==> config.mk <==
export PLATFORM = sky130hd
export DESIGN_NAME = processor_condition_interrupts
export DESIGN_NICKNAME = d
export VERILOG_FILES = /design/src/logic/cond_pkg.sv /design/src/logic/hold_timer.sv /design/src/logic/processor_condition_interrupts.sv
export SDC_FILE = /design/constraint.sdc
export NUM_CORES = 1
export LEC_CHECK = 0
export BUFFER_PORTS_ARGS = -buffer_cell sky130_fd_sc_hd__buf_2
export CAP_MARGIN = 20
export CORE_MARGIN = 2
export CORE_UTILIZATION = 45
export CTS_CLUSTER_SIZE = 24
export DETAILED_ROUTE_END_ITERATION = 16
export PLACE_DENSITY_LB_ADDON = 0.15
export SYNTH_ARGS = -nofsm -noshare
export SYNTH_HDL_FRONTEND = slang
export SYNTH_HIERARCHICAL = 1
export SYNTH_SLANG_ARGS = --single-unit
==> constraint.sdc <==
create_clock -name core_clk -period 2.84 [get_ports core_clk]
set_input_delay 0.284 -clock core_clk [delete_from_list [all_inputs] [get_ports core_clk]]
set_output_delay 0.284 -clock core_clk [all_outputs]
set_load 0.1 [all_outputs]
==> src/logic/cond_pkg.sv <==
// Shared constants for the processor condition logic: device codes,
// bit positions of the status and control words, timing figures.
// Bits are numbered 18..35 from the left; index in an 18-bit vector
// is WORD_LAST minus the printed bit number.
package cond_pkg;

  localparam int unsigned WORD_W = 18;
  localparam int unsigned WORD_LAST = 35;
  localparam int unsigned DEV_W = 7;
  localparam int unsigned CHAN_W = 3;
  localparam int unsigned NCHAN = 7;

  // Device codes of the two addressed units
  localparam logic [DEV_W-1:0] DEV_PROC = 7'h00;
  localparam logic [DEV_W-1:0] DEV_PRIO = 7'h04;

  // Condition output to the priority interrupt system, low bits
  localparam int unsigned PI_CLR_PWR = WORD_LAST - 18;
  localparam int unsigned PI_CLR_PAR = WORD_LAST - 19;
  localparam int unsigned PI_DIS_PAR = WORD_LAST - 20;
  localparam int unsigned PI_ENA_PAR = WORD_LAST - 21;

  // Condition output to the processor device
  localparam int unsigned AP_RST_TMR = WORD_LAST - 18;
  localparam int unsigned AP_IO_CLR = WORD_LAST - 19;
  localparam int unsigned AP_DIS_TMR = WORD_LAST - 20;
  localparam int unsigned AP_ENA_TMR = WORD_LAST - 21;
  localparam int unsigned AP_DIS_ARS = WORD_LAST - 22;
  localparam int unsigned AP_ENA_ARS = WORD_LAST - 23;
  localparam int unsigned AP_DIS_CLK = WORD_LAST - 24;
  localparam int unsigned AP_ENA_CLK = WORD_LAST - 25;
  localparam int unsigned AP_CLR_CLK = WORD_LAST - 26;
  localparam int unsigned AP_CLR_IOPF = WORD_LAST - 28;
  localparam int unsigned AP_CLR_NXM = WORD_LAST - 29;
  localparam int unsigned AP_ERR_LO = WORD_LAST - 32;
  localparam int unsigned AP_CLK_LO = WORD_LAST - 35;

  // Status word of the priority interrupt system
  localparam int unsigned ST_PWR = WORD_LAST - 18;
  localparam int unsigned ST_PAR = WORD_LAST - 19;
  localparam int unsigned ST_PAR_EN = WORD_LAST - 20;
  localparam int unsigned ST_HELD_LO = WORD_LAST - 27;
  localparam int unsigned ST_SYS_ON = WORD_LAST - 28;
  localparam int unsigned ST_ON_LO = WORD_LAST - 35;

  // Status word of the processor device
  localparam int unsigned AS_TMR_FLG = WORD_LAST - 18;
  localparam int unsigned AS_TMR_EN = WORD_LAST - 21;
  localparam int unsigned AS_ARS_EN = WORD_LAST - 23;
  localparam int unsigned AS_CLK_EN = WORD_LAST - 25;
  localparam int unsigned AS_CLK_FLG = WORD_LAST - 26;
  localparam int unsigned AS_IOPF = WORD_LAST - 28;
  localparam int unsigned AS_NXM = WORD_LAST - 29;

  // Restart location, 70 octal, entered in kernel mode
  localparam logic [WORD_W-1:0] RESTART_LOC = 18'h00038;

  // Timing
  localparam int unsigned CLK_MHZ = 125;
  localparam int unsigned PWR_HOLD_US = 5000;
  localparam int unsigned TMR_PERIOD_MS = 1200;
  localparam int unsigned PWR_HOLD_CYC = PWR_HOLD_US * CLK_MHZ;
  localparam int unsigned TMR_PERIOD_CYC = TMR_PERIOD_MS * 1000 * CLK_MHZ;
  localparam int unsigned CNT_W = 28;

endpackage : cond_pkg

==> src/logic/hold_timer.sv <==
// Cycle counter that pulses once each time its run input has stayed
// high for LIMIT cycles. Dropping run or raising restart starts over.
// Assumes core_clk and a synchronous active-high reset.
`timescale 1ns/1ps
module hold_timer #(
  parameter int unsigned CW = 28,
  parameter int unsigned LIMIT = 1000
) (
  input wire logic core_clk,
  input wire logic sys_rst,
  input wire logic run,
  input wire logic restart,
  output logic expired
);

  logic [CW-1:0] count_q;
  logic [CW-1:0] count_d;
  logic at_end;
  logic expired_q;

  if (LIMIT < 1 || LIMIT > (2 ** CW))
  begin : g_chk
    $error("hold_timer LIMIT does not fit counter width");
  end

  assign at_end = (count_q == CW'(LIMIT - 1));
  // Wraps to zero at the end so a steady run pulses periodically
  assign count_d = (!run || restart || at_end) ? '0 : count_q + 1'b1;
  assign expired = expired_q;

  // Counter and registered expiry pulse
  always_ff @(posedge core_clk)
  begin
    if (sys_rst)
    begin
      count_q <= '0;
      expired_q <= 1'b0;
    end
    else
    begin
      count_q <= count_d;
      expired_q <= run && !restart && at_end;
    end
  end

endmodule : hold_timer

==> src/logic/processor_condition_interrupts.sv <==
// Processor condition logic: status words for condition input, flag and
// channel control by condition output, power-fail and timer restart.
// Assumes one instruction per valid cycle and that the interrupt system
// supplies its channel-on, held and system-on state as levels.
//
// Overview of operation
// - Status read shows turned-on channels one to seven in bits 29-35.
// - Status read shows channels holding an interrupt in bits 21-27.
// - Status bits 18-20 give power fail, parity error, parity enable.
// - Power failure flag requests an interrupt on the error channel.
// - Power failure flag held five milliseconds forces a processor clear.
// - Even-parity core read sets parity error flag, shown in bit 19.
// - Requests reach the interrupt system one cycle after the flag that causes them.
// - Two assignable channels: one for errors, one for the clock.
// - Processor conditions answer condition instructions with code 000.
// - Processor output loads channels from 30-35; ones in 18-26 and 28-29 act.
// - Auto restart only after running power drop with switch on.
// - No auto restart unless software handled the power failure flag.
// - Low supply or over temperature also set the power failure flag.
// - I/O page failure and missing memory set flags that request on the error channel.
// - Power and parity flags via interrupt system output; rest here.
// - Output bit 19 resets peripherals, leaves flags and interrupts.
// - Error channel from bits 30-32, clock channel from bits 33-35.
// - Unreset enabled timer sets flag, clears, restarts at location 70.
// - Clock flag sets at mains rate, requests only while bit 25 set.
`timescale 1ns/1ps
module processor_condition_interrupts
  import cond_pkg::*;
#(
  parameter int unsigned PWR_HOLD = cond_pkg::PWR_HOLD_CYC,
  parameter int unsigned TMR_PERIOD = cond_pkg::TMR_PERIOD_CYC
) (
  input wire logic core_clk,
  input wire logic sys_rst,
  input wire logic instr_valid,
  input wire logic instr_output,
  input wire logic [cond_pkg::DEV_W-1:0] instr_dev,
  input wire logic [cond_pkg::WORD_W-1:0] instr_data,
  input wire logic [cond_pkg::NCHAN-1:0] chan_on,
  input wire logic [cond_pkg::NCHAN-1:0] chan_held,
  input wire logic sys_active,
  input wire logic mains_low,
  input wire logic supply_low,
  input wire logic over_temp,
  input wire logic power_switch_on,
  input wire logic proc_running,
  input wire logic parity_even,
  input wire logic line_tick,
  input wire logic io_page_fail,
  input wire logic nxm_fail,
  output logic [cond_pkg::WORD_W-1:0] status_data,
  output logic status_valid,
  output logic [cond_pkg::NCHAN-1:0] err_chan_req,
  output logic [cond_pkg::NCHAN-1:0] clk_chan_req,
  output logic io_reset,
  output logic proc_clear,
  output logic restart,
  output logic [cond_pkg::WORD_W-1:0] restart_addr
);
  import cond_pkg::*;

  if (PWR_HOLD < 1 || TMR_PERIOD < 1 || TMR_PERIOD >= (2 ** CNT_W) ||
      PWR_HOLD >= (2 ** CNT_W))
  begin : g_chk
    $error("timing counts out of range for counter width");
  end

  // Channel number to request line; channel 0 means none assigned
  function automatic logic [NCHAN-1:0] chan_line(
    input logic [CHAN_W-1:0] ch
  );
    logic [NCHAN-1:0] line;
    line = '0;
    if (ch != '0)
    begin
      line[ch - 1'b1] = 1'b1;
    end
    return line;
  endfunction : chan_line

  // Channel one sits leftmost in the word, so the order is reversed
  function automatic logic [NCHAN-1:0] chan_field(
    input logic [NCHAN-1:0] ch
  );
    logic [NCHAN-1:0] f;
    f = '0;
    for (int i = 0; i < NCHAN; i++)
    begin
      f[NCHAN-1-i] = ch[i];
    end
    return f;
  endfunction : chan_field

  typedef enum logic [1:0] {PWR_IDLE, PWR_HOLDING, PWR_ARMED}
    pwr_state_e;

  logic pwr_flag_q, pwr_flag_d;
  logic par_flag_q, par_flag_d;
  logic par_en_q, par_en_d;
  logic clk_flag_q, clk_flag_d;
  logic clk_en_q, clk_en_d;
  logic tmr_flag_q, tmr_flag_d;
  logic tmr_en_q, tmr_en_d;
  logic ars_en_q, ars_en_d;
  logic iopf_q, iopf_d;
  logic nxm_q, nxm_d;
  logic handled_q, handled_d;
  logic ran_q, ran_d;
  logic [CHAN_W-1:0] err_ch_q;
  logic [CHAN_W-1:0] clk_ch_q;
  pwr_state_e pwr_q, pwr_d;
  logic [WORD_W-1:0] status_q;
  logic status_valid_q;
  logic [NCHAN-1:0] err_req_q;
  logic [NCHAN-1:0] clk_req_q;
  logic io_reset_q;
  logic proc_clear_q;
  logic restart_q;
  logic [WORD_W-1:0] restart_addr_q;

  // Instruction decode
  logic wr_prio, wr_proc, rd_prio, rd_proc;
  logic fault_any, pwr_set, pwr_clr, pwr_hold_run, pwr_expired;
  logic tmr_expired, tmr_kick, restart_go;
  logic [WORD_W-1:0] prio_word, proc_word;
  logic [NCHAN-1:0] err_req_d, clk_req_d;

  assign wr_prio = instr_valid && instr_output && (instr_dev == DEV_PRIO);
  assign wr_proc = instr_valid && instr_output &&
                   (instr_dev == DEV_PROC);
  assign rd_prio = instr_valid && !instr_output && (instr_dev == DEV_PRIO);
  assign rd_proc = instr_valid && !instr_output &&
                   (instr_dev == DEV_PROC);

  // Power failure sources and flag; any active fault source beats a clear
  assign fault_any = mains_low || supply_low || over_temp;
  assign pwr_set = fault_any && !pwr_flag_q;
  assign pwr_clr = wr_prio && instr_data[PI_CLR_PWR];
  assign pwr_flag_d = fault_any || (pwr_flag_q && !pwr_clr);

  // Parity error and its enable, driven from the interrupt system output
  assign par_flag_d = parity_even ||
                      (par_flag_q && !(wr_prio && instr_data[PI_CLR_PAR]));
  assign par_en_d = (wr_prio && instr_data[PI_ENA_PAR]) ? 1'b1 :
                    (wr_prio && instr_data[PI_DIS_PAR]) ? 1'b0 :
                    par_en_q;

  // Processor device flags; each 1 acts, each 0 leaves the state alone
  assign clk_flag_d = line_tick ||
                      (clk_flag_q && !(wr_proc && instr_data[AP_CLR_CLK]));
  assign clk_en_d = (wr_proc && instr_data[AP_ENA_CLK]) ? 1'b1 :
                    (wr_proc && instr_data[AP_DIS_CLK]) ? 1'b0 :
                    clk_en_q;
  assign tmr_en_d = (wr_proc && instr_data[AP_ENA_TMR]) ? 1'b1 :
                    (wr_proc && instr_data[AP_DIS_TMR]) ? 1'b0 :
                    tmr_en_q;
  assign ars_en_d = (wr_proc && instr_data[AP_ENA_ARS]) ? 1'b1 :
                    (wr_proc && instr_data[AP_DIS_ARS]) ? 1'b0 :
                    ars_en_q;
  assign iopf_d = io_page_fail ||
                  (iopf_q && !(wr_proc && instr_data[AP_CLR_IOPF]));
  assign nxm_d = nxm_fail ||
                 (nxm_q && !(wr_proc && instr_data[AP_CLR_NXM]));

  // Watchdog: a reset through bit 18 restarts the count and drops the flag
  assign tmr_kick = wr_proc && instr_data[AP_RST_TMR];
  assign tmr_flag_d = tmr_expired || (tmr_flag_q && !tmr_kick);

  // Power-down sequence. The hold count keeps running after software has
  // answered the flag while the fault persists, so the clear still comes.
  assign pwr_hold_run = (pwr_q == PWR_HOLDING) &&
                        (pwr_flag_q || (handled_q && fault_any));
  assign handled_d = (pwr_q == PWR_IDLE) ? 1'b0 :
                     (handled_q || pwr_clr);
  assign ran_d = pwr_set ? proc_running : ran_q;
  assign restart_go = (pwr_q == PWR_ARMED) && !fault_any &&
                      power_switch_on;

  always_comb
  begin
    pwr_d = pwr_q;
    case (pwr_q)
      PWR_IDLE:
        if (pwr_set)
        begin
          pwr_d = PWR_HOLDING;
        end
      PWR_HOLDING:
        if (pwr_expired)
        begin
          // Restart only if running at the drop and software answered
          pwr_d = (ran_q && ars_en_q && (handled_q || pwr_clr)) ?
                  PWR_ARMED : PWR_IDLE;
        end
        else if (!pwr_hold_run)
        begin
          pwr_d = PWR_IDLE;
        end
      PWR_ARMED:
        if (restart_go)
        begin
          pwr_d = PWR_IDLE;
        end
      default:
        pwr_d = PWR_IDLE;
    endcase
  end

  // Requests are registered levels, so the grant logic sees them one cycle after the flags
  assign err_req_d = (pwr_flag_q || (par_flag_q && par_en_q) ||
                      iopf_q || nxm_q) ?
                     chan_line(err_ch_q) : '0;
  assign clk_req_d = (clk_flag_q && clk_en_q) ?
                     chan_line(clk_ch_q) : '0;

  // Status words are pure views of live state
  always_comb
  begin
    prio_word = '0;
    prio_word[ST_PWR] = pwr_flag_q;
    prio_word[ST_PAR] = par_flag_q;
    prio_word[ST_PAR_EN] = par_en_q;
    prio_word[ST_HELD_LO +: NCHAN] = chan_field(chan_held);
    prio_word[ST_SYS_ON] = sys_active;
    prio_word[ST_ON_LO +: NCHAN] = chan_field(chan_on);
  end

  always_comb
  begin
    proc_word = '0;
    proc_word[AS_TMR_FLG] = tmr_flag_q;
    proc_word[AS_TMR_EN] = tmr_en_q;
    proc_word[AS_ARS_EN] = ars_en_q;
    proc_word[AS_CLK_EN] = clk_en_q;
    proc_word[AS_CLK_FLG] = clk_flag_q;
    proc_word[AS_IOPF] = iopf_q;
    proc_word[AS_NXM] = nxm_q;
    proc_word[AP_ERR_LO +: CHAN_W] = err_ch_q;
    proc_word[AP_CLK_LO +: CHAN_W] = clk_ch_q;
  end

  hold_timer #(
    .CW(CNT_W),
    .LIMIT(PWR_HOLD)
  ) u_pwr_hold (
    .core_clk(core_clk),
    .sys_rst(sys_rst),
    .run(pwr_hold_run),
    .restart(1'b0),
    .expired(pwr_expired)
  );

  hold_timer #(
    .CW(CNT_W),
    .LIMIT(TMR_PERIOD)
  ) u_watchdog (
    .core_clk(core_clk),
    .sys_rst(sys_rst),
    .run(tmr_en_q),
    .restart(tmr_kick),
    .expired(tmr_expired)
  );

  // Condition flags and enables
  always_ff @(posedge core_clk)
  begin
    if (sys_rst)
    begin
      pwr_flag_q <= 1'b0;
      par_flag_q <= 1'b0;
      par_en_q <= 1'b0;
      clk_flag_q <= 1'b0;
      clk_en_q <= 1'b0;
      tmr_flag_q <= 1'b0;
      tmr_en_q <= 1'b0;
      ars_en_q <= 1'b0;
      iopf_q <= 1'b0;
      nxm_q <= 1'b0;
    end
    else
    begin
      pwr_flag_q <= pwr_flag_d;
      par_flag_q <= par_flag_d;
      par_en_q <= par_en_d;
      clk_flag_q <= clk_flag_d;
      clk_en_q <= clk_en_d;
      tmr_flag_q <= tmr_flag_d;
      tmr_en_q <= tmr_en_d;
      ars_en_q <= ars_en_d;
      iopf_q <= iopf_d;
      nxm_q <= nxm_d;
    end
  end

  // Channel assignments load whole on every processor output
  always_ff @(posedge core_clk)
  begin
    if (sys_rst)
    begin
      err_ch_q <= '0;
      clk_ch_q <= '0;
    end
    else if (wr_proc)
    begin
      err_ch_q <= instr_data[AP_ERR_LO +: CHAN_W];
      clk_ch_q <= instr_data[AP_CLK_LO +: CHAN_W];
    end
  end

  // Power-down sequencer state
  always_ff @(posedge core_clk)
  begin
    if (sys_rst)
    begin
      pwr_q <= PWR_IDLE;
      handled_q <= 1'b0;
      ran_q <= 1'b0;
    end
    else
    begin
      pwr_q <= pwr_d;
      handled_q <= handled_d;
      ran_q <= ran_d;
    end
  end

  // Registered outputs; a status read has no side effect on any flag
  always_ff @(posedge core_clk)
  begin
    if (sys_rst)
    begin
      status_q <= '0;
      status_valid_q <= 1'b0;
      err_req_q <= '0;
      clk_req_q <= '0;
      io_reset_q <= 1'b0;
      proc_clear_q <= 1'b0;
      restart_q <= 1'b0;
      restart_addr_q <= '0;
    end
    else
    begin
      status_q <= rd_prio ? prio_word :
                  rd_proc ? proc_word : status_q;
      status_valid_q <= rd_prio || rd_proc;
      err_req_q <= err_req_d;
      clk_req_q <= clk_req_d;
      io_reset_q <= (wr_proc && instr_data[AP_IO_CLR]) ||
                    tmr_expired;
      proc_clear_q <= pwr_expired || tmr_expired;
      restart_q <= restart_go || tmr_expired;
      restart_addr_q <= RESTART_LOC;
    end
  end

  assign status_data = status_q;
  assign status_valid = status_valid_q;
  assign err_chan_req = err_req_q;
  assign clk_chan_req = clk_req_q;
  assign io_reset = io_reset_q;
  assign proc_clear = proc_clear_q;
  assign restart = restart_q;
  assign restart_addr = restart_addr_q;

endmodule : processor_condition_interrupts

* Yosys cells after proc, flatten, opt, wreduce, memory -nomap -nowiden
Cells that the tools add are included.
** Cells by class
- Add/sub/neg operators :: 4
- Order comparisons :: 4
- Equality and inequality tests :: 8
- Multiplexer cells :: 21
- Bitwise gates (word level) :: 4
- Reductions and logical operators :: 87
** Operators with widths (number)
- adder 28 x 1 -> 28 bit, second input constant :: 2
- logical AND 1 bit :: 41
- 2-to-1 mux 18 bit :: 2
- == test 28 x 20 -> 1 bit, second input constant :: 1
- == test 28 bit, second input constant :: 1
- logical OR 1 bit :: 20
- logical NOT 1 bit :: 11
- 2-to-1 mux 1 bit :: 10
- 2-to-1 mux 2 bit :: 5
- nonzero test 2 bit :: 5
- less-than comparator 3 x 4 -> 1 bit, second input constant :: 2
- == test 7 x 3 -> 1 bit, second input constant :: 1
- logical NOT 7 bit :: 1
- demux 1 bit (select 3 bit) :: 2
- greater-or-equal comparator 3 x 1 -> 1 bit, second input constant :: 2
- 2-to-1 mux 6 bit :: 1
- case mux 2 bit (3 select lines) :: 1
- nonzero test 3 bit :: 2
- OR reduction 2 bit :: 3
- OR reduction 3 bit :: 2
- subtractor 3 x 1 -> 3 bit, second input constant :: 2
- inequality test 2 bit, second input constant :: 2
- inverter 1 bit :: 4
- inequality test 3 bit, second input constant :: 1
- 4 further kinds :: 4
** Word-level totals
- Flip-flop bits (word level) :: 132
- Input bits :: 53
- Output and inout bits :: 54
- Logic and storage cells :: 155

* Logic depth before layout (Yosys ltp)
- Depth after elaboration :: 8
- Depth in mapped cells :: 9

* By module
The synthesis kept the hierarchy.
** Modules (own cells, without submodules)
- processor_condition_interrupts :: times used 1, cells an instance 274, area each 2632.5 µm²
- hold_timer (u_watchdog) :: times used 1, cells an instance 168, area each 1482.7 µm²
- hold_timer (u_pwr_hold) :: times used 1, cells an instance 163, area each 1387.6 µm²

* Worst setup path after synthesis
Ideal clock, no wire load.
- Path type :: in2reg
- Start point :: input port instr_dev[3] in the netlist's numbering
- End point :: register u_watchdog.count_q[10]
- Library setup time :: 0.132 ns
- Data arrival time :: 2.107 ns
- Data required time :: 2.708 ns
- Path slack :: 0.601 ns
- Cell stages on the path :: 8
- Path buffers :: 3
- Path through :: or4_4 buf_6 nor3_4 and2_1 or3b_2 clkbuf_1 clkbuf_1 nor3_1
** On the way
- Cells in the longest elaborated chain, start to end :: 6
** RTL lines
- from (decl) :: RTL line processor_condition_interrupts.sv:37 : input wire logic [cond_pkg::DEV_W-1:0] instr_dev,
- logical NOT 7 bit :: RTL line processor_condition_interrupts.sv:130 : (instr_dev == DEV_PROC);
- logical AND 1 bit :: RTL line processor_condition_interrupts.sv:129 : assign wr_proc = instr_valid && instr_output &&
- logical AND 1 bit :: RTL line processor_condition_interrupts.sv:166 : assign tmr_kick = wr_proc && instr_data[AP_RST_TMR];
- named net tmr_kick :: RTL line processor_condition_interrupts.sv:124 : logic tmr_expired, tmr_kick, restart_go;
- logical OR 1 bit (2 in series) :: RTL line hold_timer.sv:28 : assign count_d = (!run || restart || at_end) ? '0 : count_q + 1'b1;
- OR reduction 2 bit (no line)
- to (signal assigned) :: RTL line hold_timer.sv:41 : count_q <= count_d;
- to (decl) :: RTL line hold_timer.sv:16 : logic [CW-1:0] count_q;
The timed path passes the listed nets, and every way through them passes these cells.
A chain may end at the register's enable or synchronous reset.

* Final worst setup path
- Start point :: register u_watchdog.count_q[7]
- End point :: register u_watchdog.count_q[21]
** On the way
- Cells in the longest elaborated chain, start to end :: 3
** RTL lines
- parallel branches: the longest is 3 deep, another holds adder 28 x 1 -> 28 bit
Several ways; the timed one is not identified.

==> impl_metrics.tcl <==
set metrics [dict create \
    n_fill_cell 1105 \
    synthDistinctLibCells 70 \
    synth.avg_cell_area_um2 9.10 \
    io_pins 107 \
    dieArea_mm2 0.0131 \
    rows 40 \
    postCtsSetupBuffers 0 \
    worstPathRequired_ps 3170 \
    die_h_um 115 \
    crit_start "u_watchdog/count_q[7]" \
    drc_errors 0 \
    crit_fanout 13 \
    hold_slack_ps 71.6 \
    port_buffers 90 \
    slowest_stage "or3_4" \
    cts_tree "done" \
    cp_top_family "simple AND/OR/NAND/NOR gates" \
    ctsResizeCount 0 \
    cts_num_sinks 115 \
    worst_slack_ps 524 \
    rr_startpoint "u_watchdog/count_q[7]" \
    grt_max_degree 32 \
    wl_um 13400 \
    post-place-cells 816 \
    drv_slew 0 \
    yosys_most_used_dff "dfxtp_1" \
    antenna_found_initial 0 \
    initial_core_util 0.460 \
    clk_pin_slew_ps 50 \
    status "finished, final reports clean" \
    synth_cells 605 \
    critPathCaptureType "register" \
    timing.fmax_ghz 0.432 \
    rsz0062_at_grt "false" \
    fin_tns_setup_ps 0 \
    cts_max_path_buffers 2 \
    powerDensity_mw_per_mm2 627 \
    finalNonFillerCells 847 \
    die_w_um 115 \
    track_usage 0.211 \
    postCtsHoldBufs 0 \
    postLayoutCoreUtil 0.551 \
    clock_latency_ps 420 \
    gp_congestion 0.827 \
    area_delta_synth_final_pct 19.8 \
    leakage_nw 2.31 \
    wl_per_cell_um 15.8 \
    ir_drop_v 0.000401 \
    setup_viol 0 \
    holdCritStartpoint "instr_data[7]" \
    n_antenna_cell 0 \
    critical-path-max-stage-delay_ps 600 \
    crit_type "reg2reg" \
    antenna_left 0 \
    ys_async_sr_fraction 0 \
    netlist_area_mm2 0.00550 \
    drt_pre_antenna_iters 5 \
    core_mm2 0.0120 \
    min_period_ps 2320 \
    gr-total-overflow 0 \
    final_nets 747 \
    crit_chain "nand4_1 -> or3_4 -> or4_1 -> a211oi_1" \
    yosysWarnings 6 \
    synth_edf_count 0 \
    worstMarginPinSlew_ps 969 \
    rrSetupSlack_ps 520 \
    synth-seq-area-share 0.418 \
    hpwlAfterDp_um 9380 \
    cap_violations 0 \
    vias 4906 \
    drt_iter0_drc 294 \
    place_ws_ps 528 \
    ys_ff_latch 115 \
    grt_pass1_wl_um 21900 \
    post-route-period-util 0.816 \
    slew_headroom 0.351 \
    grt_pass1_vias 4505 \
    crit_buf_inv 0 \
    cp.arrival_ps 2640 \
    drive_gt1_frac 0.230 \
    fin_skew_ps 10.1 \
    viasPerCell 5.79 \
    hold_class "in2reg" \
    cts_root_buffer "clkbuf_16" \
    cts_buffers 17 \
    critPathLaunchType "register" \
    h-tree-depth 4 \
    hold_viol_final 0 \
]
through the flow:
step | power (mW) | area (um^2)
after floorplan | 1.86 | 5560
after global placement | 1.90 | 5970
after detailed placement | 1.91 | 5970
after CTS | 4.17 | 6590
after global routing | 4.27 | 6590
final | 4.13 | 6590
layout by cell type, fill, tap and decap left out, drive strengths merged, types with 2 or more instances in the layout:
cell type and instances:
nor2b 2, and3 6, nand3 17, a21bo 2
nor3b 4, or2 3, xnor2 17, xor2 12
nand3b 4, o21ai 19, dfxtp 115, nor3 26
ha 6, nor4b 6, buf 99, nand2 29
nand4 38, nor4 15, clkinv 6, inv 20
a21oi 49, conb 16, nand2b 2, or4 15
and2 5, or4b 3, a211oi 24, and4 8
bufinv 5, clkbuf 19, o41ai 5, a311oi 6
o31ai 16, mux2i 13, or3 12, nor2 40
sequential cells by signal, indices dropped and copies added, names as in the netlist, 2 cells and up:
name,count
clk_chan_req,7
u_watchdog/count_q,28
clk_ch_q,3
pwr_q,2
status_data,18
err_chan_req,7
u_pwr_hold/count_q,28
err_ch_q,3
where the power goes:
| part | internal (mW) | switching [mW] |
|---|---|---|
| clock network | 1.54 | 0.721 |
| registers | 1.63 | 0.0105 |
| logic | 0.0553 | 0.183 |
Yosys cell counts (all sizes together), types with 8 or more instances:
master | count | area (um^2)
dfxtp | 115 | 2300
a21oi | 49 | 245
nor2 | 40 | 158
nand4 | 38 | 253
buf | 31 | 226
nand2 | 29 | 109
nor3 | 26 | 141
a211oi | 24 | 195
inv | 20 | 75.1
clkbuf | 19 | 76.3
o21ai | 19 | 95.1
nand3 | 17 | 97.6
xnor2 | 17 | 149
o31ai | 16 | 140
nor4 | 15 | 100
or4 | 15 | 124
mux2i | 13 | 130
or3 | 12 | 82.6
xor2 | 12 | 105
and4 | 8 | 71.3
worst reg2reg max path, cell delays in order (launching register included):
cell	delay [ps]
dfxtp_1	440
nand4_1	400
or3_4	600
or4_1	530
a211oi_1	250
final timing paths:
kind | to | cells past startpoint
worst min-delay path | iopf_q | 2
worst min register to register | u_watchdog/count_q[0] | 1
worst max-delay path | u_watchdog/count_q[21] | 4
worst max register to register | u_watchdog/count_q[21] | 4
kinds of logic (layout without fill, tap and decap cells):
family | count (synthesis) | in the layout | synth area share
buf+inv | 70 | 150 | 0.0687
compound gates | 132 | 132 | 0.166
simple gates | 239 | 239 | 0.263
mux | 13 | 13 | 0.0236
other cells | 1 | 16 | 0.000681
fa+ha+maj | 6 | 6 | 0.0136
flops | 115 | 115 | 0.418
xor+xnor | 29 | 29 | 0.0462
routing by layer:
metal | up-vias | global-route usage | part of all wire
met2 | 149 | 0.341 | 0.48
met4 | 0 | 0.0797 | 0.013
met3 | 12 | 0.0524 | 0.052
li1 | 2414 | - | -
met5 | - | 0 | 0
met1 | 2331 | 0.271 | 0.46
area by class of cell:
cell class | instances | area [um^2] | share of cell area
multi-input cells | 435 | 2890 | 0.439
flip-flops and latches | 115 | 2300 | 0.349
repair buffers | 99 | 518 | 0.0786
clock buffers | 19 | 433 | 0.0657
clock inverters | 12 | 188 | 0.0285
well taps | 147 | 184 | 0.0279
inverters | 20 | 75.1 | 0.0114
No activity file was read; power rests on OpenSTA's default activity.
